`src/dac_cal_consts.svh`:
```
`ifndef DAC_CAL_CONSTS_SVH
`define DAC_CAL_CONSTS_SVH

////////////////////////////////////////////////////////////////////////////////
// device register offsets on the serial port
`define REG_I_FINE_GAIN     7'h03
`define REG_I_COARSE_GAIN   7'h04
`define REG_I_CM_RESISTOR   7'h05
`define REG_Q_FINE_GAIN     7'h06
`define REG_Q_COARSE_GAIN   7'h07
`define REG_Q_CM_RESISTOR   7'h08
`define REG_REF_ADJUST      7'h0D
`define REG_CAL_CONTROL     7'h0E
`define REG_CAL_STATUS      7'h0F
`define REG_COEFF_ADDRESS   7'h10
`define REG_COEFF_DATA      7'h11
`define REG_CAL_MEM_CONTROL 7'h12

////////////////////////////////////////////////////////////////////////////////
// field positions
`define CTRL_DIV_SELECT_MSB 2
`define CTRL_CLK_EN_BIT     3
`define CTRL_I_SEL_BIT      4
`define CTRL_Q_SEL_BIT      5
`define MEMCTRL_READ_BIT    2
`define MEMCTRL_WRITE_BIT   3
`define MEMCTRL_START_BIT   4
`define STATUS_I_UNCAL_BIT  0
`define STATUS_Q_UNCAL_BIT  1
`define STATUS_I_DONE_BIT   6
`define STATUS_Q_DONE_BIT   7
`define MEMCTRL_CLEAR_VALUE 8'h00

////////////////////////////////////////////////////////////////////////////////
// reset values and the mid-scale coefficient code
`define TRIM_RESET          6'h00
`define UNCAL_RESET         2'h3
`define COEFF_NOMINAL       6'h20

////////////////////////////////////////////////////////////////////////////////
// timing counts
`define CAL_DIV_MIN         12'h020
`define CAL_DIV_MAX         12'h800
`define CAL_DIV_SELECT_LAST 3'h6
`define CAL_RUN_CYCLES      300
`define COEFF_COUNT         32
`define SPI_FRAME_BITS      5'h10
`define SPI_HALF_CYCLES     4

////////////////////////////////////////////////////////////////////////////////
// host controller apb map
`define APB_CMD             12'h000
`define APB_STATUS          12'h004

`endif

```
`src/dac_cal_pkg.sv`:
```
`default_nettype none

package dac_cal_pkg;

  typedef enum logic [1:0] {
    H_IDLE  = 2'b00,
    H_LEAD  = 2'b01,
    H_SHIFT = 2'b11,
    H_TRAIL = 2'b10
  } host_state_t;

  typedef enum logic [1:0] {
    E_IDLE = 2'b00,
    E_RUN  = 2'b01,
    E_DONE = 2'b11
  } engine_state_t;

endpackage

`default_nettype wire

```
`src/spi_link_if.sv`:
```
`timescale 1ns/1ns
`default_nettype none

interface spi_link_if;
  logic cs_n;
  logic sclk;
  logic mosi;
  logic miso;

  modport host (output cs_n, output sclk, output mosi, input miso);
  modport dev  (input cs_n, input sclk, input mosi, output miso);
endinterface

`default_nettype wire

```
`src/dac_cal_device.sv`:
```
// Register access over APB is this design's own decision.
`timescale 1ns/1ns
`default_nettype none
`include "dac_cal_consts.svh"

// Behaviour
// cal clock period 32 to 2048 clocks
// divider chosen by control bits 2:0
// host keeps cal clock 0.5-4 MHz
// separate cal engine per converter
// zero write to memctrl clears uncal flags
// cal clock runs only while enabled
// bits 4/5 select I/Q converter
// start bit begins cal, ~300 ticks
// status bits 6/7 show done
// host clears memctrl, then clock enable
// 32 coefficients readable and writable
// read bit presents coefficient in data
// host clears read bit between reads
// write bit stores data at address
// reference adjust two's complement six bits
// coarse gain six bits per converter
// fine gain six bits straight binary
// common-mode trim zero means disconnected
// all registers over serial port
// trim upper two bits read zero
module dac_cal_device #(
  parameter int unsigned CAL_CYCLES = `CAL_RUN_CYCLES
) (
  // clock and control
  input  wire logic       ref_clk_in,
  input  wire logic       srst_in,
  input  wire logic       ce_in,
  // serial register port
  spi_link_if.dev         link,
  // analog trims
  output logic      [5:0] i_fine_gain_out,
  output logic      [5:0] q_fine_gain_out,
  output logic      [5:0] i_coarse_gain_out,
  output logic      [5:0] q_coarse_gain_out,
  output logic      [5:0] i_cm_resistor_trim_out,
  output logic      [5:0] q_cm_resistor_trim_out,
  output logic      [5:0] reference_adjust_out,
  // calibration state
  output logic            cal_clk_out,
  output logic      [1:0] cal_busy_out
);

  // serial slave
  logic        sclk_q;
  logic [4:0]  bit_cnt;
  logic [15:0] rx_shift;
  logic [7:0]  tx_shift;
  logic        miso_q;
  logic        wr_strobe;
  logic [6:0]  wr_addr;
  logic [7:0]  wr_data;
  // registers
  logic [2:0]  cal_divider_select;
  logic        cal_clock_enable;
  logic [1:0]  cal_select;
  logic        coeff_mem_read;
  logic        coeff_mem_write;
  logic        cal_start;
  logic [4:0]  coeff_address;
  logic [5:0]  coeff_data;
  logic [1:0]  uncal_flag;
  logic [1:0]  cal_done;
  // calibration
  logic [11:0] div_cnt;
  logic [11:0] div_len;
  logic        cal_tick;
  logic [1:0]  done_set;
  logic [1:0]  run;
  logic [5:0]  rd_val [2];

  wire sclk_rise = ~link.cs_n & link.sclk & ~sclk_q;
  wire sclk_fall = ~link.cs_n & ~link.sclk & sclk_q;
  wire mem_clear = wr_strobe & (wr_addr == `REG_CAL_MEM_CONTROL) & (wr_data == `MEMCTRL_CLEAR_VALUE);
  wire coeff_wr  = wr_strobe & (wr_addr == `REG_COEFF_DATA) & coeff_mem_write;

  assign link.miso = miso_q;

  ////////////////////////////////////////////////////////////////////////////////
  function automatic logic [7:0] read_reg(input logic [6:0] a);
    read_reg = 8'h00;
    case (a)
      `REG_I_FINE_GAIN:     read_reg = {2'b00, i_fine_gain_out};
      `REG_I_COARSE_GAIN:   read_reg = {2'b00, i_coarse_gain_out};
      `REG_I_CM_RESISTOR:   read_reg = {2'b00, i_cm_resistor_trim_out};
      `REG_Q_FINE_GAIN:     read_reg = {2'b00, q_fine_gain_out};
      `REG_Q_COARSE_GAIN:   read_reg = {2'b00, q_coarse_gain_out};
      `REG_Q_CM_RESISTOR:   read_reg = {2'b00, q_cm_resistor_trim_out};
      `REG_REF_ADJUST:      read_reg = {2'b00, reference_adjust_out};
      `REG_CAL_CONTROL:     read_reg = {2'b00, cal_select, cal_clock_enable, cal_divider_select};
      `REG_CAL_STATUS:      read_reg = {cal_done, 4'h0, uncal_flag};
      `REG_COEFF_ADDRESS:   read_reg = {3'b000, coeff_address};
      // the read bit swaps the held value for the selected memory word
      `REG_COEFF_DATA:      read_reg = {2'b00, coeff_mem_read ? (cal_select[0] ? rd_val[0] : rd_val[1])
                                                              : coeff_data};
      `REG_CAL_MEM_CONTROL: read_reg = {3'b000, cal_start, coeff_mem_write, coeff_mem_read, 2'b00};
      default:              read_reg = 8'h00;
    endcase
  endfunction

  ////////////////////////////////////////////////////////////////////////////////
  // sclk is sampled on ref_clk, so it must stay well below half the clock rate
  always_ff @(posedge ref_clk_in) begin
    if (srst_in) begin
      sclk_q    <= 1'b0;
      bit_cnt   <= 5'h00;
      rx_shift  <= 16'h0000;
      tx_shift  <= 8'h00;
      miso_q    <= 1'b0;
      wr_strobe <= 1'b0;
      wr_addr   <= 7'h00;
      wr_data   <= 8'h00;
    end else if (ce_in) begin
      sclk_q    <= link.sclk;
      wr_strobe <= 1'b0;
      if (link.cs_n) begin
        bit_cnt <= 5'h00;
      end else if (sclk_rise) begin
        rx_shift <= {rx_shift[14:0], link.mosi};
        bit_cnt  <= bit_cnt + 5'h01;
        if (bit_cnt == 5'h07 && rx_shift[6]) begin
          tx_shift <= read_reg({rx_shift[5:0], link.mosi});
        end
        if (bit_cnt == 5'h0F && !rx_shift[14]) begin
          wr_strobe <= 1'b1;
          wr_addr   <= rx_shift[13:7];
          wr_data   <= {rx_shift[6:0], link.mosi};
        end
      end else if (sclk_fall && bit_cnt >= 5'h08 && bit_cnt < `SPI_FRAME_BITS) begin
        miso_q   <= tx_shift[7];
        tx_shift <= {tx_shift[6:0], 1'b0};
      end
    end
  end

  ////////////////////////////////////////////////////////////////////////////////
  always_ff @(posedge ref_clk_in) begin
    if (srst_in) begin
      i_fine_gain_out        <= `TRIM_RESET;
      q_fine_gain_out        <= `TRIM_RESET;
      i_coarse_gain_out      <= `TRIM_RESET;
      q_coarse_gain_out      <= `TRIM_RESET;
      i_cm_resistor_trim_out <= `TRIM_RESET;
      q_cm_resistor_trim_out <= `TRIM_RESET;
      reference_adjust_out   <= `TRIM_RESET;
      cal_divider_select     <= 3'h0;
      cal_clock_enable       <= 1'b0;
      cal_select             <= 2'b00;
      coeff_address          <= 5'h00;
      coeff_data             <= 6'h00;
      coeff_mem_read         <= 1'b0;
      coeff_mem_write        <= 1'b0;
      cal_start              <= 1'b0;
    end else if (ce_in && wr_strobe) begin
      case (wr_addr)
        `REG_I_FINE_GAIN:     i_fine_gain_out        <= wr_data[5:0];
        `REG_Q_FINE_GAIN:     q_fine_gain_out        <= wr_data[5:0];
        `REG_I_COARSE_GAIN:   i_coarse_gain_out      <= wr_data[5:0];
        `REG_Q_COARSE_GAIN:   q_coarse_gain_out      <= wr_data[5:0];
        `REG_I_CM_RESISTOR:   i_cm_resistor_trim_out <= wr_data[5:0];
        `REG_Q_CM_RESISTOR:   q_cm_resistor_trim_out <= wr_data[5:0];
        `REG_REF_ADJUST:      reference_adjust_out   <= wr_data[5:0];
        `REG_CAL_CONTROL: begin
          cal_divider_select <= wr_data[`CTRL_DIV_SELECT_MSB:0];
          cal_clock_enable   <= wr_data[`CTRL_CLK_EN_BIT];
          cal_select         <= {wr_data[`CTRL_Q_SEL_BIT], wr_data[`CTRL_I_SEL_BIT]};
        end
        `REG_COEFF_ADDRESS:   coeff_address <= wr_data[4:0];
        `REG_COEFF_DATA:      coeff_data    <= wr_data[5:0];
        `REG_CAL_MEM_CONTROL: begin
          coeff_mem_read  <= wr_data[`MEMCTRL_READ_BIT];
          coeff_mem_write <= wr_data[`MEMCTRL_WRITE_BIT];
          cal_start       <= wr_data[`MEMCTRL_START_BIT];
        end
        default: ;
      endcase
    end
  end

  ////////////////////////////////////////////////////////////////////////////////
  // a completion in the same cycle as the clearing write survives
  always_ff @(posedge ref_clk_in) begin
    if (srst_in) begin
      uncal_flag <= `UNCAL_RESET;
      cal_done   <= 2'b00;
    end else if (ce_in) begin
      uncal_flag <= uncal_flag & ~{2{mem_clear}};
      cal_done   <= done_set | (cal_done & ~{2{mem_clear}});
    end
  end

  ////////////////////////////////////////////////////////////////////////////////
  // divide factor 32 << select, saturating at 2048
  assign div_len = (cal_divider_select >= `CAL_DIV_SELECT_LAST) ? `CAL_DIV_MAX
                                                            : (`CAL_DIV_MIN << cal_divider_select);

  always_ff @(posedge ref_clk_in) begin
    if (srst_in) begin
      div_cnt     <= 12'h000;
      cal_tick    <= 1'b0;
      cal_clk_out <= 1'b0;
    end else if (ce_in) begin
      if (!cal_clock_enable) begin
        div_cnt     <= 12'h000;
        cal_tick    <= 1'b0;
        cal_clk_out <= 1'b0;
      end else begin
        div_cnt     <= (div_cnt == div_len - 12'h001) ? 12'h000 : div_cnt + 12'h001;
        cal_tick    <= div_cnt == div_len - 12'h001;
        cal_clk_out <= div_cnt < (div_len >> 1);
      end
    end
  end

  ////////////////////////////////////////////////////////////////////////////////
  // the engine sequences the run and stores a mid-scale code per coefficient;
  // the analog search itself lives outside this logic
  for (genvar g = 0; g < 2; g++) begin : gen_cal
    dac_cal_pkg::engine_state_t st;
    logic [8:0] ticks;
    logic [5:0] mem [`COEFF_COUNT];
    wire        last = cal_tick & (ticks == 9'(CAL_CYCLES - 1));

    always_ff @(posedge ref_clk_in) begin
      if (srst_in) begin
        st    <= dac_cal_pkg::E_IDLE;
        ticks <= 9'h000;
      end else if (ce_in) begin
        unique case (st)
          dac_cal_pkg::E_IDLE: begin
            if (cal_start && cal_select[g] && cal_clock_enable) begin
              st    <= dac_cal_pkg::E_RUN;
              ticks <= 9'h000;
            end
          end
          dac_cal_pkg::E_RUN: begin
            if (!cal_start) begin
              st <= dac_cal_pkg::E_IDLE;
            end else if (cal_tick) begin
              ticks <= ticks + 9'h001;
              if (last) begin
                st <= dac_cal_pkg::E_DONE;
              end
            end
          end
          dac_cal_pkg::E_DONE: begin
            if (!cal_start) begin
              st <= dac_cal_pkg::E_IDLE;
            end
          end
          default: st <= dac_cal_pkg::E_IDLE;
        endcase
      end
    end

    always_ff @(posedge ref_clk_in) begin
      if (ce_in) begin
        if (st == dac_cal_pkg::E_RUN && cal_tick && ticks < 9'(`COEFF_COUNT)) begin
          mem[ticks[4:0]] <= `COEFF_NOMINAL;
        end else if (coeff_wr && cal_select[g]) begin
          mem[coeff_address] <= wr_data[5:0];
        end
      end
    end

    assign rd_val[g]   = mem[coeff_address];
    assign done_set[g] = (st == dac_cal_pkg::E_RUN) & cal_start & last;
    assign run[g]      = st == dac_cal_pkg::E_RUN;
  end

  always_ff @(posedge ref_clk_in) begin
    if (srst_in) begin
      cal_busy_out <= 2'b00;
    end else if (ce_in) begin
      cal_busy_out <= run;
    end
  end

endmodule

`default_nettype wire

```
`src/flat_wrapper.sv`:
```
// flat-port wrapper written by rule: the top's interface ports become plain ports
module dac_cal_device_flat 
#(
  parameter int unsigned CAL_CYCLES = `CAL_RUN_CYCLES
)
  (ref_clk_in, srst_in, ce_in, i_fine_gain_out, q_fine_gain_out, i_coarse_gain_out, q_coarse_gain_out, i_cm_resistor_trim_out, q_cm_resistor_trim_out, reference_adjust_out, cal_clk_out, cal_busy_out, link_cs_n, link_sclk, link_mosi, link_miso);
  spi_link_if link_i ();
  input  wire logic ref_clk_in;
  input  wire logic srst_in;
  input  wire logic ce_in;
  output logic      [5:0] i_fine_gain_out;
  output logic      [5:0] q_fine_gain_out;
  output logic      [5:0] i_coarse_gain_out;
  output logic      [5:0] q_coarse_gain_out;
  output logic      [5:0] i_cm_resistor_trim_out;
  output logic      [5:0] q_cm_resistor_trim_out;
  output logic      [5:0] reference_adjust_out;
  output logic cal_clk_out;
  output logic      [1:0] cal_busy_out;
  input wire logic [$bits(link_i.cs_n)-1:0] link_cs_n;
  input wire logic [$bits(link_i.sclk)-1:0] link_sclk;
  input wire logic [$bits(link_i.mosi)-1:0] link_mosi;
  output wire logic [$bits(link_i.miso)-1:0] link_miso;
  assign link_i.cs_n = link_cs_n;
  assign link_i.sclk = link_sclk;
  assign link_i.mosi = link_mosi;
  assign link_miso = link_i.miso;
  dac_cal_device #(.CAL_CYCLES(CAL_CYCLES)) u_core (.ref_clk_in(ref_clk_in), .srst_in(srst_in), .ce_in(ce_in), .link(link_i), .i_fine_gain_out(i_fine_gain_out), .q_fine_gain_out(q_fine_gain_out), .i_coarse_gain_out(i_coarse_gain_out), .q_coarse_gain_out(q_coarse_gain_out), .i_cm_resistor_trim_out(i_cm_resistor_trim_out), .q_cm_resistor_trim_out(q_cm_resistor_trim_out), .reference_adjust_out(reference_adjust_out), .cal_clk_out(cal_clk_out), .cal_busy_out(cal_busy_out));
endmodule
```
`config.mk`:
```
export PLATFORM = sky130hd
export DESIGN_NAME = dac_cal_device_flat
export DESIGN_NICKNAME = d
export VERILOG_FILES = /design/src/dac_cal_pkg.sv /design/src/spi_link_if.sv /design/src/dac_cal_device.sv /design/src/flat_wrapper.sv
export VERILOG_INCLUDE_DIRS = /design/src
export SDC_FILE = /design/constraint.sdc
export NUM_CORES = 1
export LEC_CHECK = 0
export BUFFER_PORTS_ARGS = -buffer_cell sky130_fd_sc_hd__clkbuf_2
export CAP_MARGIN = 25
export CORE_AREA = 2 2 221 180
export DETAILED_ROUTE_END_ITERATION = 10
export DIE_AREA = 0 0 223 182
export GPL_TIMING_DRIVEN = 0
export PLACE_DENSITY = 0.73
export SKIP_CTS_REPAIR_TIMING = 1
export SLEW_MARGIN = 20
export SYNTH_ARGS = -nofsm -noshare
export SYNTH_HDL_FRONTEND = slang
export SYNTH_SLANG_ARGS = --single-unit
```
`constraint.sdc`:
```
create_clock -name ref_clk_in -period 3.05 [get_ports ref_clk_in]
set_clock_uncertainty 0.1 [all_clocks]
set_input_delay 0.61 -clock ref_clk_in [delete_from_list [all_inputs] [get_ports ref_clk_in]]
set_output_delay 0.61 -clock ref_clk_in [all_outputs]
set_load 0.1 [all_outputs]
```
### After elaboration in Yosys (flattened, before gate mapping)

Memory sizes are Yosys's and may differ from the RTL's. A register that Yosys moved wholly into a read port is not among the register bits.
Index checks and enable logic that the tools add are counted.

* bits in read-only memories: 0
* bits in latches: 0
* memories kept: 2
* word-level logic and storage cells: 218
* RAM bits: 384
* register bits after elaboration: 150
* input bits: 6

Memories
* u_core.gen_cal[0].mem: depth 32, bits a word 6, rd ports 1, clocked after memory_dff 1, wr ports 1, RTL line dac_cal_device.sv:226 `` logic [5:0] mem [`COEFF_COUNT]; ``
* u_core.gen_cal[1].mem: depth 32, bits a word 6, rd ports 1, clocked after memory_dff 1, wr ports 1, RTL line dac_cal_device.sv:226

* divide/modulo/power cells: 0
* $add $sub $neg: 5
* order comparisons: 6
* multiply operators: 0
* equality and inequality tests: 45
* reductions and logical operators: 45
* shift operators: 1
* muxes and demuxes: 59
* bitwise operators: 22

Operators by type and width (number)
* case mux 8 bit (12 select lines): 1
* equality test 7 x 3 -> 1 bit, second input constant: 8
* two-way mux 9 bit: 6
* equality test 7 x 4 -> 1 bit, second input constant: 7
* equality test 7 x 5 -> 1 bit, second input constant: 6
* two-way mux 5 bit: 8
* two-way mux 12 bit: 3
* case mux 9 bit (2 select lines): 2
* two-way mux 6 bit: 4
* two-way mux 8 bit: 3
* AND reduction 2 bit: 12
* two-way mux 1 bit: 21
* AND reduction 5 bit: 4
* adder 9 x 1 -> 9 bit, second input constant: 2
* equality test 9 bit, second input constant: 2
* < comparator 9 x 6 -> 1 bit, second input constant: 2
* two-way mux 2 bit: 9
* logical AND 1 bit: 15
* AND 1 bit: 14
* equality test 7 x 2 -> 1 bit, second input constant: 2
* adder 12 x 1 -> 12 bit, second input constant: 1
* equality test 12 bit: 1
* < comparator 12 x 11 -> 1 bit: 1
* != test 2 x 1 -> 1 bit, second input constant: 6
* other kinds (24): 43

### Depth between registers and ports, before layout

* depth in word-level cells: 10
* mapped depth: 12
* gate-level depth less buffers: 10

### Worst setup path before layout

Ideal clock, no wire load.

* kind: input to register
* from: input port ce_in
* to: memory u_core.gen_cal[1].mem[19][0] (enable)
* setup slack: 0.228 ns
* setup time: 0.350 ns
* data required time: 2.600 ns
* arrival time: 2.372 ns
* cell stages on the path: 9
* buffers on the path: 2
* path through: and4bb_1 > and3_1 > nand3b_1 > buf_2 > and4bb_2 > buf_4 > nor4b_1 > a21oi_1 > nor2_1

* cells in the longest elaborated chain, start to end: 4
* elaborated cells between the ends (all ways): 7
* classes of those cells: 6 x mux; 1 x reduce/logical

Ends and longest elaborated chain
* start: declaration: RTL line flat_wrapper.sv:10 `input wire logic ce_in;`
* two-way mux 1 bit: RTL line dac_cal_device.sv:262 `if (ce_in) begin`
* two-way mux 1 bit (not written as such): RTL line dac_cal_device.sv:266 `mem[coeff_address] <= wr_data[5:0];`
* OR reduction 6 bit (no line)
* two-way mux 5 bit (no line) / two-way mux 1 bit (equally long branches)
* end: declaration: RTL line dac_cal_device.sv:226

Several ways; a longest one is shown, not always the timed one.

### Worst setup path after layout

* from: register u_core.wr_addr[5]
* to: memory u_core.gen_cal[1].mem[29][3] (enable)

* cells in the longest elaborated chain, start to end: 10
* elaborated cells between the ends (all ways): 11
* classes of those cells: 1 x eq/ne; 6 x mux; 2 x bitwise; 2 x reduce/logical

Ends and longest elaborated chain
* start: declaration: RTL line dac_cal_device.sv:56 `logic [6:0] wr_addr;`
* start signal: assignment: RTL line dac_cal_device.sv:131 `wr_addr <= rx_shift[13:7];`
* equality test 7 x 5 -> 1 bit (no line) (*)
* AND 1 bit (*) (2 in series): RTL line dac_cal_device.sv:80 `` wire coeff_wr = wr_strobe & (wr_addr == `REG_COEFF_DATA) & coeff_mem_write; ``
* logical AND 1 bit (*): RTL line dac_cal_device.sv:265 `end else if (coeff_wr && cal_select[g]) begin`
* two-way mux 1 bit (*): RTL line dac_cal_device.sv:265
* two-way mux 1 bit (*): RTL line dac_cal_device.sv:263 `` if (st == dac_cal_pkg::E_RUN && cal_tick && ticks < 9'(`COEFF_COUNT)) begin ``
* two-way mux 1 bit (*): RTL line dac_cal_device.sv:262
* two-way mux 1 bit (not written as such) (*): RTL line dac_cal_device.sv:266
* OR reduction 6 bit (no line)
* two-way mux 5 bit (no line) / two-way mux 1 bit (equally long branches)

Every way passes the cells marked *; elsewhere a longest branch is shown, timed or not.

==> flow_summary.json <==
{
  "syn_area_um2": 22790,
  "area_growth_pct": 13.95,
  "drc_errors": 0,
  "slew_violations": 0,
  "synth_cell_types": 78,
  "power-per-cell-area_nw_per_um2": 549.2,
  "place_congestion": 0.9666,
  "syn_nets": 1655,
  "peakVddDrop_mv": 0.4740,
  "multi_input_area_um2": 8065,
  "die_y_um": 182,
  "design.die.area_um2": 40590,
  "grt_max_degree": 33,
  "root_buffer": "clkbuf_16",
  "synth_fa_ha_area_frac": 0.007137,
  "synth_compound_area_frac": 0.06868,
  "outcome": "complete, but fails checks",
  "async_reset_ff_frac": 0,
  "synth_warnings": 0,
  "layout-drive-gt1-share": 0.2079,
  "num_rows": 65,
  "path_clk_slew_ns": 0.06,
  "routedWlPerCell_um": 27.81,
  "overflow": 0,
  "dp.final_hpwl_um": 42620,
  "fin_crit_sh": 1.026,
  "fin_nets": 1768,
  "setup_violations": 64,
  "layout_commonest_cell": "edfxtp_1",
  "clk_path_buf_depth": 3,
  "cts_inserted_buffers": 50,
  "synth-simple-area-share": 0.1108,
  "core_um2": 38630,
  "r2r_slack_ns": -0.08,
  "arrival_ns": 3.25,
  "synth-xor-area-share": 0.009223,
  "placed_area_um2": 23720,
  "grt_pass1_vias": 14269,
  "grt_pass1_wl_um": 93690,
  "rsz0062_at_grt": "yes",
  "io-pin-count": 52,
  "crit_path_max_fanout": 10,
  "synth_seq_cells": 539,
  "grt_antenna_before_repair": 1,
  "hold_path.class": "input pin to flip-flop",
  "n_fill_cell": 2667,
  "place_ws_ns": -1.003,
  "fin_setup_tns_ns": -2.359,
  "drt_iter0_drc": 2130,
  "ctsHtreeMaxLevel": 2,
  "ant_nets": 0,
  "r2r_start": "u_core.wr_addr[5]",
  "clock-sinks": 539,
  "worstSetupEndpointType": "flip-flop",
  "die_x_um": 223,
  "io_buffers": 51,
  "synthMuxAreaShare": 0.1369,
  "synth_edf_count": 384,
  "finish.instance_area_um2": 25970,
  "r2r_end": "u_core.gen_cal[1].mem[29][3]",
  "hold_end": "u_core.sclk_q",
  "setup_slack_ns": -0.07953,
  "worst_slew_pin_slew_ns": 1.126,
  "synth_cells": 1636,
  "vias": 15216,
  "postSynthAreaPerCell_um2": 13.93,
  "slew_headroom": 0.2491,
  "fin_cells": 2291,
  "hp-start": "link_sclk",
  "holdPathStages": 3,
  "violations": "setup timing",
  "fmax_mhz": 319.5,
  "n_antenna_cell": 0,
  "clk_latency_ns": 0.59,
  "finalHoldViolations": 0,
  "cp.required_ns": 3.17,
  "yosys_most_used_dff": "edfxtp_1",
  "wl_um": 63710,
  "grt_usage": 0.3164,
  "seq_area_um2": 14640,
  "p_leak_nw": 7.527,
  "rr_worst_depth": 8,
  "start_kind": "flip-flop",
  "viasPerCell": 6.642,
  "dp_cells": 2191,
  "yosysSeqAreaShare": 0.6421,
  "period_minus_slack_ns": 3.130,
  "final_cell_mix": "edfxtp_1 (384), dfxtp_1 (154), nor2_1 (140), nand2_1 (128), mux2i_1 (84)",
  "cts_tree": "yes",
  "start_util": 0.5900,
  "drtPass1Iterations": 6,
  "critPathKind": "flip-flop to flip-flop",
  "max-cap-violations": 0,
  "synth_top_family_by_area": "multiplexers"
}
[cell usage after synthesis (all sizes together) (4+ instances only)]
| library cell | number | area share |
|---|---|---|
| edfxtp | 384 | 0.51 |
| nor2 | 196 | 0.032 |
| dfxtp | 155 | 0.14 |
| nand2 | 128 | 0.021 |
| mux4 | 94 | 0.096 |
| a21oi | 84 | 0.018 |
| mux2i | 84 | 0.037 |
| clkbuf | 66 | 0.011 |
| nand3 | 35 | 0.0077 |
| a22oi | 34 | 0.011 |
| buf | 33 | 0.011 |
| o21ai | 29 | 0.0064 |
| nor3 | 22 | 0.0051 |
| nor2b | 19 | 0.0052 |
| inv | 17 | 0.0028 |
| xor2 | 17 | 0.0065 |
| nand2b | 16 | 0.0044 |
| nor3b | 15 | 0.0049 |
| and2 | 13 | 0.0036 |
| ha | 13 | 0.0071 |
| nand3b | 13 | 0.0043 |
| and3 | 12 | 0.0033 |
| a31oi | 11 | 0.0030 |
| nor4 | 11 | 0.0030 |
| a211oi | 10 | 0.0035 |
| mux2 | 8 | 0.0040 |
| nand4 | 8 | 0.0022 |
| o211ai | 8 | 0.0026 |
| o21a | 8 | 0.0026 |
| a221oi | 7 | 0.0030 |
| nor4b | 7 | 0.0036 |
| xnor2 | 7 | 0.0027 |
| a32oi | 6 | 0.0023 |
| a21o | 5 | 0.0016 |
| o311ai | 5 | 0.0019 |
| or3 | 5 | 0.0014 |
| nand4b | 4 | 0.0015 |
| nor4bb | 4 | 0.0018 |
[per-stage QoR]
stage | total power [W] | hold slack, ns | utilization
2_1_floorplan | 0.007972 | 0.3208 | -
3_3_place_gp | 0.008016 | 0.3413 | 0.6129
3_5_place_dp | 0.008017 | 0.3523 | 0.6139
4_1_cts | 0.01429 | 0.2408 | 0.6566
5_1_grt | 0.01457 | 0.2652 | 0.6723
6_report | 0.01426 | 0.2446 | 0.6723
[sequential cells by signal, summed over array words and instances, names as in the netlist, 7 cells and up, named ones only]
name                  count
u_core.gen_cal.mem      384
u_core.gen_cal.ticks     18
u_core.rx_shift          15
u_core.div_cnt           12
u_core.tx_shift           8
u_core.wr_data            8
u_core.wr_addr            7
[cell type report]
| type | count | share of cell area |
|---|---|---|
| inverters | 17 | 0.002457 |
| clock buffers | 66 | 0.05165 |
| flip-flops and latches | 539 | 0.5635 |
| well taps | 502 | 0.02418 |
| multi-input cells | 981 | 0.3105 |
| clock inverters | 26 | 0.01190 |
| repair buffers | 63 | 0.01421 |
| plain buffers | 97 | 0.02153 |
[worst max-delay path by stage]
| stage | startpoint | to | slack, ns | cells past startpoint |
|---|---|---|---|---|
| global placement | ce_in | u_core.gen_cal[0].mem[24][4] | -0.83 | 9 |
| finish | u_core.wr_addr[5] | u_core.gen_cal[1].mem[29][3] | -0.08 | 8 |
| detailed placement | ce_in | u_core.gen_cal[0].mem[22][3] | -1.00 | 8 |
| CTS | u_core.wr_addr[5] | u_core.gen_cal[0].mem[24][3] | -0.58 | 7 |
| floorplan | ce_in | u_core.gen_cal[1].mem[19][0] | 0.23 | 9 |
| global route | u_core.wr_addr[5] | u_core.gen_cal[1].mem[26][1] | -0.14 | 8 |
[routing by layer]
layer,wire length [µm],vias up,global-route usage
met5,92,-,0
met4,1809,2,0.09906
met3,7491,131,0.08867
met2,27470,906,0.4455
met1,26850,7685,0.4795
li1,-,6492,-
[cells by family after synthesis]
group | count (synthesis)
xor+xnor | 24
buf+inv | 116
fa+ha+maj | 13
mux | 186
simple gates | 522
flops | 539
compound gates | 236
[power by group]
group	total [W]	switching [W]	internal [W]
Combinational	0.000116	0.0000901	0.0000260
Sequential	0.00775	0.00000447	0.00774
Clock	0.00640	0.00271	0.00369
Total	0.0143	0.00281	0.0115
[critical path: stages (launching register included)]
cell and delay [ns]:
dfxtp_1 0.31, and4bb_1 0.31, and3_1 0.22, nand3b_1 0.10, buf_4 0.21, and4bb_2 0.41, buf_4 0.21, a41oi_1 0.38
nor2_2 0.53
No activity file was read; power rests on OpenSTA's default activity.
